--- config.mk ---
export PLATFORM = sky130hd
export DESIGN_NAME = sdc_dev_flat
export DESIGN_NICKNAME = d
export VERILOG_FILES = /design/src/hw/sdc_pkg.sv /design/src/hw/sdc_link_if.sv /design/src/hw/sdc_dev.sv /design/src/flat_wrapper.sv
export SDC_FILE = /design/constraint.sdc
export NUM_CORES = 1
export LEC_CHECK = 0
export ABC_AREA = 0
export BUFFER_PORTS_ARGS = -buffer_cell sky130_fd_sc_hd__buf_2
export CORE_MARGIN = 1
export CORE_UTILIZATION = 35
export CTS_CLUSTER_SIZE = 12
export DETAILED_ROUTE_END_ITERATION = 10
export PLACE_DENSITY = 0.57
export SYNTH_ARGS = -nofsm -noshare
export SYNTH_HDL_FRONTEND = slang
export SYNTH_SLANG_ARGS = --single-unit
--- constraint.sdc ---
create_clock -name pclk -period 2.3 [get_ports pclk]
set_input_delay 0.46 -clock pclk [delete_from_list [all_inputs] [get_ports pclk]]
set_output_delay 0.46 -clock pclk [all_outputs]
set_load 0.03 [all_outputs]
--- src/hw/sdc_pkg.sv ---
// Operation
// Sleep on over-discharge or sleep request bit
// Sleep: FETs off, regulated output off
// Sleep: FET control bit writes ignored
// Wake at wake threshold, restore output, serial
// On wake, check cells above charge threshold
// Any cell below threshold holds both FETs off
// Host selects threshold via two-bit config field
// Gate switch off means threshold is zero
// No sleep while supply at wake threshold
// Gate switch bit one lets charging resume
// Charge FET off until host writes one
// Discharge FET off until host writes one
// Cell under threshold starts detection timer
// Timer expiry: FETs off, protect, sleep together; code skips the sleep while vcc_wake is high
// Asleep in protection: serial access ignored
// Cells recover before expiry: timer cancelled
// Wake reset delay; no FET writes then
package sdc_pkg;

  // ----------------------------------------
  // Clock and timing
  // ----------------------------------------
  localparam int CLK_HZ = 100_000_000;
  localparam int OD_DELAY_MS = 1000;
  localparam int OC_DELAY_MS = 1000;
  localparam int WAKE_EXTRA_MS = 200;
  localparam int LONG_DELAY_MS = (OD_DELAY_MS > OC_DELAY_MS) ? OD_DELAY_MS : OC_DELAY_MS;
  localparam int OD_DELAY_CYC = OD_DELAY_MS * (CLK_HZ / 1000);
  localparam int WAKE_RST_CYC = (LONG_DELAY_MS + WAKE_EXTRA_MS) * (CLK_HZ / 1000);
  localparam int SPI_HALF_CYC = 8;

  // ----------------------------------------
  // Serial frame: instruction byte, data byte
  // ----------------------------------------
  localparam int FRAME_BITS = 16;
  localparam logic [7:0] CONTROL_WRITE_INSTR = 8'h02;
  localparam logic [7:0] CONFIG_WRITE_INSTR = 8'h06;

  // Control byte fields
  localparam int CTRL_CHG_BIT = 0;
  localparam int CTRL_DSG_BIT = 1;
  localparam int CTRL_SLP_BIT = 7;
  // Config byte fields
  localparam int CFG_SEL_LSB = 0;
  localparam int CFG_GATE_BIT = 2;
  localparam logic [1:0] CFG_SEL_RST = 2'h0;
  localparam logic CFG_GATE_RST = 1'b0;

  // ----------------------------------------
  // Host APB map
  // ----------------------------------------
  localparam logic [11:0] HOST_CMD_OFS = 12'h000;
  localparam logic [11:0] HOST_STAT_OFS = 12'h004;
  localparam int STAT_BUSY_BIT = 0;
  localparam int STAT_LAST_LSB = 8;

  typedef enum logic [2:0] {
    DEV_RUN = 3'b001,
    DEV_SLEEP = 3'b010,
    DEV_WRST = 3'b100
  } sdc_dev_st_t;

  typedef enum logic [2:0] {
    HST_IDLE = 3'b001,
    HST_SHIFT = 3'b010,
    HST_GAP = 3'b100
  } sdc_hst_st_t;

endpackage

--- src/hw/sdc_link_if.sv ---
`timescale 1ns/10ps
interface sdc_link_if;
  logic sck;
  logic cs_n;
  logic mosi;

  modport dev (
    input sck,
    input cs_n,
    input mosi
  );

  modport host (
    output sck,
    output cs_n,
    output mosi
  );
endinterface

--- src/hw/sdc_dev.sv ---
`timescale 1ns/10ps
module sdc_dev
  import sdc_pkg::*;
#(
  parameter int unsigned OD_CYC = OD_DELAY_CYC,
  parameter int unsigned WAKE_CYC = WAKE_RST_CYC
) (
  input wire logic pclk,
  input wire logic presetn,
  sdc_link_if.dev link,
  input wire logic vcc_wake,
  input wire logic cell_below_uv,
  input wire logic cells_above_ce,
  output logic charge_fet_drive,
  output logic discharge_fet_drive,
  output logic regulated_supply_out,
  output logic [1:0] charge_enable_threshold_sel,
  output logic asleep,
  output logic od_protect
);

  // ----------------------------------------
  // Pin synchronisers
  // ----------------------------------------
  logic [1:0] sck_s;
  logic [1:0] cs_s;
  logic [1:0] mosi_s;
  logic [1:0] wake_s;
  logic [1:0] uv_s;
  logic [1:0] ce_s;
  logic sck_p_q;
  logic cs_p_q;

  always_ff @(posedge pclk or negedge presetn) begin
    if (!presetn) begin
      sck_s <= 2'h0;
      cs_s <= 2'h3;
      mosi_s <= 2'h0;
      wake_s <= 2'h0;
      uv_s <= 2'h0;
      ce_s <= 2'h0;
      sck_p_q <= 1'b0;
      cs_p_q <= 1'b1;
    end else begin
      sck_s <= {sck_s[0], link.sck};
      cs_s <= {cs_s[0], link.cs_n};
      mosi_s <= {mosi_s[0], link.mosi};
      wake_s <= {wake_s[0], vcc_wake};
      uv_s <= {uv_s[0], cell_below_uv};
      ce_s <= {ce_s[0], cells_above_ce};
      sck_p_q <= sck_s[1];
      cs_p_q <= cs_s[1];
    end
  end

  wire sck_rise = sck_s[1] & ~sck_p_q;
  wire cs_rise = cs_s[1] & ~cs_p_q;
  wire wake_lvl = wake_s[1];
  wire uv_lvl = uv_s[1];
  wire ce_lvl = ce_s[1];

  // ----------------------------------------
  // State
  // ----------------------------------------
  sdc_dev_st_t st_q;
  sdc_dev_st_t st_d;
  logic [31:0] od_cnt_q;
  logic [31:0] wk_cnt_q;
  logic od_q;
  logic chg_q;
  logic dsg_q;
  logic [1:0] cfg_sel_q;
  logic cfg_gate_q;
  logic [15:0] sh_q;
  logic [4:0] bits_q;

  wire in_run = (st_q == DEV_RUN);
  wire in_sleep = (st_q == DEV_SLEEP);
  wire in_wrst = (st_q == DEV_WRST);

  // ----------------------------------------
  // Serial receive
  // ----------------------------------------
  // Port is dead while powered down, so frames then are lost whole
  wire spi_on = ~in_sleep;
  wire frame_done = spi_on & cs_rise & (bits_q == 5'(FRAME_BITS));
  wire [7:0] instr = sh_q[15:8];
  wire [7:0] dat = sh_q[7:0];
  wire ctrl_wr = frame_done & (instr == CONTROL_WRITE_INSTR);
  wire cfg_wr = frame_done & (instr == CONFIG_WRITE_INSTR);

  always_ff @(posedge pclk or negedge presetn) begin
    if (!presetn) begin
      sh_q <= 16'h0000;
      bits_q <= 5'h00;
    end else if (!spi_on || cs_s[1]) begin
      bits_q <= 5'h00;
    end else if (sck_rise) begin
      sh_q <= {sh_q[14:0], mosi_s[1]};
      if (bits_q != 5'(FRAME_BITS)) begin
        bits_q <= bits_q + 5'h01;
      end
    end
  end

  // ----------------------------------------
  // Configuration
  // ----------------------------------------
  always_ff @(posedge pclk or negedge presetn) begin
    if (!presetn) begin
      cfg_sel_q <= CFG_SEL_RST;
      cfg_gate_q <= CFG_GATE_RST;
    end else if (cfg_wr) begin
      cfg_sel_q <= dat[CFG_SEL_LSB +: 2];
      cfg_gate_q <= dat[CFG_GATE_BIT];
    end
  end

  // Gate switched off (bit one) means zero threshold: every cell passes
  wire ce_ok = cfg_gate_q | ce_lvl;

  // ----------------------------------------
  // Over-discharge detection timer
  // ----------------------------------------
  wire od_expire = in_run & uv_lvl & ~od_q & (od_cnt_q == 32'(OD_CYC - 1));

  always_ff @(posedge pclk or negedge presetn) begin
    if (!presetn) begin
      od_cnt_q <= 32'h0000_0000;
    end else if (!in_run || !uv_lvl || od_q) begin
      od_cnt_q <= 32'h0000_0000;
    end else if (!od_expire) begin
      od_cnt_q <= od_cnt_q + 32'h0000_0001;
    end
  end

  // ----------------------------------------
  // Sleep entry and wake
  // ----------------------------------------
  wire slp_req = ctrl_wr & dat[CTRL_SLP_BIT];
  // Refused request is dropped, not held for later
  wire go_sleep = in_run & ~wake_lvl & (slp_req | od_expire);
  wire wrst_done = in_wrst & (wk_cnt_q == 32'(WAKE_CYC - 1));

  always_comb begin
    st_d = st_q;
    unique case (st_q)
      DEV_RUN: begin
        if (go_sleep) begin
          st_d = DEV_SLEEP;
        end
      end
      DEV_SLEEP: begin
        if (wake_lvl) begin
          st_d = DEV_WRST;
        end
      end
      DEV_WRST: begin
        if (wrst_done) begin
          st_d = DEV_RUN;
        end
      end
    endcase
  end

  always_ff @(posedge pclk or negedge presetn) begin
    if (!presetn) begin
      st_q <= DEV_RUN;
      wk_cnt_q <= 32'h0000_0000;
    end else begin
      st_q <= st_d;
      wk_cnt_q <= in_wrst ? wk_cnt_q + 32'h0000_0001 : 32'h0000_0000;
    end
  end

  // ----------------------------------------
  // FET control bits and protection flag
  // ----------------------------------------
  // Writes during sleep or the wake reset window never reach the bits
  wire fet_wr = ctrl_wr & in_run;

  always_ff @(posedge pclk or negedge presetn) begin
    if (!presetn) begin
      chg_q <= 1'b0;
      dsg_q <= 1'b0;
    end else if (go_sleep || od_expire) begin
      chg_q <= 1'b0;
      dsg_q <= 1'b0;
    end else if (fet_wr) begin
      chg_q <= dat[CTRL_CHG_BIT];
      dsg_q <= dat[CTRL_DSG_BIT];
    end
  end

  // Protection ends only when host turns discharge back on
  always_ff @(posedge pclk or negedge presetn) begin
    if (!presetn) begin
      od_q <= 1'b0;
    end else if (od_expire) begin
      od_q <= 1'b1;
    end else if (fet_wr && dat[CTRL_DSG_BIT]) begin
      od_q <= 1'b0;
    end
  end

  // ----------------------------------------
  // Outputs
  // ----------------------------------------
  // Drive high means FET off
  wire fet_allow = in_run & ~go_sleep & ~od_expire & ~od_q & ce_ok;
  wire chg_on_d = fet_allow & chg_q;
  wire dsg_on_d = fet_allow & dsg_q;

  always_ff @(posedge pclk or negedge presetn) begin
    if (!presetn) begin
      charge_fet_drive <= 1'b1;
      discharge_fet_drive <= 1'b1;
      regulated_supply_out <= 1'b1;
      charge_enable_threshold_sel <= CFG_SEL_RST;
      asleep <= 1'b0;
      od_protect <= 1'b0;
    end else begin
      charge_fet_drive <= ~chg_on_d;
      discharge_fet_drive <= ~dsg_on_d;
      regulated_supply_out <= (st_d != DEV_SLEEP);
      charge_enable_threshold_sel <= cfg_sel_q;
      asleep <= (st_d == DEV_SLEEP);
      od_protect <= od_q | od_expire;
    end
  end

endmodule

--- src/flat_wrapper.sv ---
// flat-port wrapper written by rule: the top's interface ports become plain ports
module sdc_dev_flat import sdc_pkg::*;
#(
  parameter int unsigned OD_CYC = OD_DELAY_CYC,
  parameter int unsigned WAKE_CYC = WAKE_RST_CYC
)
  (pclk, presetn, vcc_wake, cell_below_uv, cells_above_ce, charge_fet_drive, discharge_fet_drive, regulated_supply_out, charge_enable_threshold_sel, asleep, od_protect, link_sck, link_cs_n, link_mosi);
  sdc_link_if link_i ();
  input wire logic pclk;
  input wire logic presetn;
  input wire logic vcc_wake;
  input wire logic cell_below_uv;
  input wire logic cells_above_ce;
  output logic charge_fet_drive;
  output logic discharge_fet_drive;
  output logic regulated_supply_out;
  output logic [1:0] charge_enable_threshold_sel;
  output logic asleep;
  output logic od_protect;
  input wire logic [$bits(link_i.sck)-1:0] link_sck;
  input wire logic [$bits(link_i.cs_n)-1:0] link_cs_n;
  input wire logic [$bits(link_i.mosi)-1:0] link_mosi;
  assign link_i.sck = link_sck;
  assign link_i.cs_n = link_cs_n;
  assign link_i.mosi = link_mosi;
  sdc_dev #(.OD_CYC(OD_CYC), .WAKE_CYC(WAKE_CYC)) u_core (.pclk(pclk), .presetn(presetn), .link(link_i), .vcc_wake(vcc_wake), .cell_below_uv(cell_below_uv), .cells_above_ce(cells_above_ce), .charge_fet_drive(charge_fet_drive), .discharge_fet_drive(discharge_fet_drive), .regulated_supply_out(regulated_supply_out), .charge_enable_threshold_sel(charge_enable_threshold_sel), .asleep(asleep), .od_protect(od_protect));
endmodule
==> summary.md <==
| Metric | Value |
|---|---|
| Status | completed |
| Tot Pwr | 4.85 mW |
| Max-Cap Viols | 0 |
| Worst reg2reg path startpoint | u_core.od_cnt_q[0] |
| Average cell area after synthesis | 10.3 um2 |
| Core Util, Final | 42.9% |
| Antenna-violating nets left | 0 |
| Warnings, synthesis | 0 |
| # nets final | 558 |
| Crit path required time | 2.63 ns |
| Final count of negative-setup-slack endpoints | 0 |
| DR pass1 iterations | 4 |
| Leakage power | 2.53 nW |
| Antenna violations before repair | 0 |
| Vias per inst | 5.18 |
| Fraction of synthesis flops using an asynchronous set or reset pin | 100% |
| First-pass GRT wire length | 18.6 mm |
| Endpoint class of the critical path | flop |
| Count of clock tree sinks | 115 |
| Portion of synthesized cell area occupied by the leading cell type | 51.5% |
| Flip-flop and latch count after synthesis | 115 |
| Initial core utilization | 36.0% |
| Core area | 14600 um2 |
| Capturing point of the worst reg2reg path | u_core.st_q[0] |
| Dominant cell type by area after synthesis | dfrtp_1 |
| Cell count after synthesis | 510 |
| Number of global-route vias before repair | 3927 |
| Startpoint type of the worst setup path | flop |
| I/O pin count | 15 |
| GP Congestion | 0.767 |
| Number of nets in the synthesized netlist | 522 |
| DIE WIDTH | 124 um |
| Synthesis-to-layout area growth | 19.2% |
| Die Span Y | 124 um |
| Combinational share of power | 3.1% |
| Cell area power density | 775 nW/um2 |
| Worst VDD drop | 0.482 mV |
| Remaining max-slew budget at the tightest pin | 60.9% |
| Global router's overall resource usage | 14.8% |
| Worst Path Arrival | 2.55 ns |
| Post-route setup TNS | 0 ns |
| Type of the most critical hold path | input pin to async pin |
| Via count | 3848 |
| Maximum number of pins on one net before global-route repair | 42 |
| Most common cell in the netlist | dfrtp_1 |
| Final worst path period need | 2.22 ns |
| Sw Ratio | 22.1% |
| Number of gates resized after CTS | 0 |
| Standard-cell rows | 44 |
| FF-to-FF setup slack | 0.08 ns |
| Timing-limited maximum frequency | 0.451 GHz |
| Sequential share of power | 44.7% |
| Antenna diodes | 0 |
| Syn Std Cell Area | 5250 um2 |
| Reg clk slew, reported paths | 0.06 ns |
| Transition at the pin with the smallest max-transition slack | 0.582 ns |
| H-tree level count | 4 |
| Max Slew Vio Count | 0 |
| Fraction of layout instances using a drive strength above 1 | 17.2% |
| Residual overflow from global routing | 0 |
| Port Buffers | 14 |
| Distinct cell type count after synthesis | 41 |
| Cts-stage hold buffer count | 0 |
| Count of filler cells inserted in the layout | 1364 |
| Top_reg_cell synth | dfrtp_1 |
| Clock Power Share | 52.2% |
| Placed wire-length estimate after detailed placement | 6.91 mm |
| Top cells by instance count after synthesis | dfrtp_1 (108), nor2_1 (62), nand2_1 (34), nand3_1 (29), xnor2_1 (26) |
| Multi-input logic area | 2270 um2 |
| Switching power of the nets | 1.07 mW |
| Clock root buffer | clkbuf_16 |
| Ranking of synthesized cells by area | dfrtp_1 (52%), nor2_1 (4.4%), xnor2_1 (4.3%), mux2_2 (3.9%), dfstp_2 (3.5%) |
| Maximum net fanout on the critical path | 4 |
| R2R cell count | 6 |
| Number of synthesized flops with an enable pin | 0 |
| TritonCTS Buffers | 17 |
| Area enclosed by the die boundary | 15500 um2 |
| Final period util | 96.5% |
| DRC viols | 0 |
| Minimum hold slack | 0.0349 ns |
| Fraction of the yosys area taken by sequential cells | 55.0% |
| Area taken by flip-flops and latches | 2890 um2 |
| Longest Clk Path Bufs | 2 |
| Hold violation count in the final report | 0 |
| Aggregate routed wire length | 10.5 mm |
| Number of buffers added for setup after CTS | 0 |
| Cell internal pwr | 3.78 mW |
| Mean routed wirelength per cell | 14.2 um |
| Crit path kind | flop to flop |
| Setup Skew | 0.0106 ns |
| Clock latency of the later-clocked register in the worst-skew pair | 0.41 ns |
| Number of DRC markers after the initial detailed-route iteration | 188 |
| Clock tree from TritonCTS | built |
-- cells in the final DEF, fill, tap and decap left out, drive strengths merged, types with 2 or more instances in the layout --
cell    count
buf        35
a21oi      23
o31ai       5
or4         8
nor3       17
bufinv      2
nand2      34
ha          4
nand4      24
nor2       62
inv        12
xnor2      26
nor4       20
dfrtp     108
clkinv      8
nand2b      4
a21o        2
dfstp       7
xor2       19
nor3b       3
or3        17
o21ai      17
and4        6
nand3      29
mux2i       3
clkbuf     19
and3       11
mux2       18
or2         3
-- cell families after synthesis --
logic type	synth area share, %
and+or+nand+nor	24.6
DFF	55.0
AOI/OAI and AO/OA	5.51
xor gates and xnor gates	7.51
buffers and inverters	2.03
muxes	4.43
adders and majority gates	0.954
-- stage by stage --
stage | cells | setup WS [ns] | instance area, um2
detailed placement | 711 | 0.0974 | 5680
global route | 743 | -0.0346 | 6260
finish | 743 | 0.0807 | 6260
floorplan | 510 | 0.0338 | 5250
global placement | 711 | 0.105 | 5680
CTS | 743 | 0.0527 | 6250
-- layer usage --
layer | GRT usage, % | share of wire, %
met5 | 0 | 0
met4 | 6.95 | 1.4
met3 | 3.61 | 3.1
met2 | 23.2 | 48
met1 | 19.2 | 48
-- critical path: stages, from the launching register on --
cell and delay (ns):
dfrtp_1 0.40, ha_1 0.22, and4_1 0.28, nand4_1 0.14, or4_1 0.63, a2111oi_2 0.33, o21ai_0 0.14
-- flip-flops by register name, summed over array words and instances, names as in the netlist, 3 cells and up --
| name | cells |
|---|---|
| u_core.od_cnt_q | 32 |
| u_core.wk_cnt_q | 32 |
| u_core.sh_q | 16 |
| u_core.bits_q | 5 |
| u_core.st_q | 3 |
-- power by group through the flow --
stage               Combinational, mW  Sequential (mW)  Clock (mW)
floorplan                      0.0880             2.18           0
global placement                0.153             2.20           0
detailed placement              0.157             2.21           0
CTS                             0.158             2.17        2.59
global route                    0.173             2.18        2.69
finish                          0.151             2.17        2.53
-- how the worst max path moves through the flow --
stage,start,endpoint,slack [ns],cells after the start
after global routing,u_core.od_cnt_q[0],u_core.st_q[0],-0.03,6
after detailed placement,u_core.od_cnt_q[0],u_core.st_q[0],0.1,6
after CTS,u_core.od_cnt_q[0],u_core.st_q[0],0.05,6
after floorplan,u_core.st_q[0],u_core.sh_q[0],0.03,6
after global placement,u_core.od_cnt_q[0],u_core.st_q[0],0.11,6
final,u_core.od_cnt_q[0],u_core.st_q[0],0.08,6
-- cell type report --
class	count	area share, %
flip-flops and latches	115	46.1
multi-input cells	367	36.2
clock buffers	19	6.92
repair buffers	35	4.28
well taps	184	3.68
clock inverters	13	2.18
inverters	10	0.600
Power figures use the tool's default switching activity.
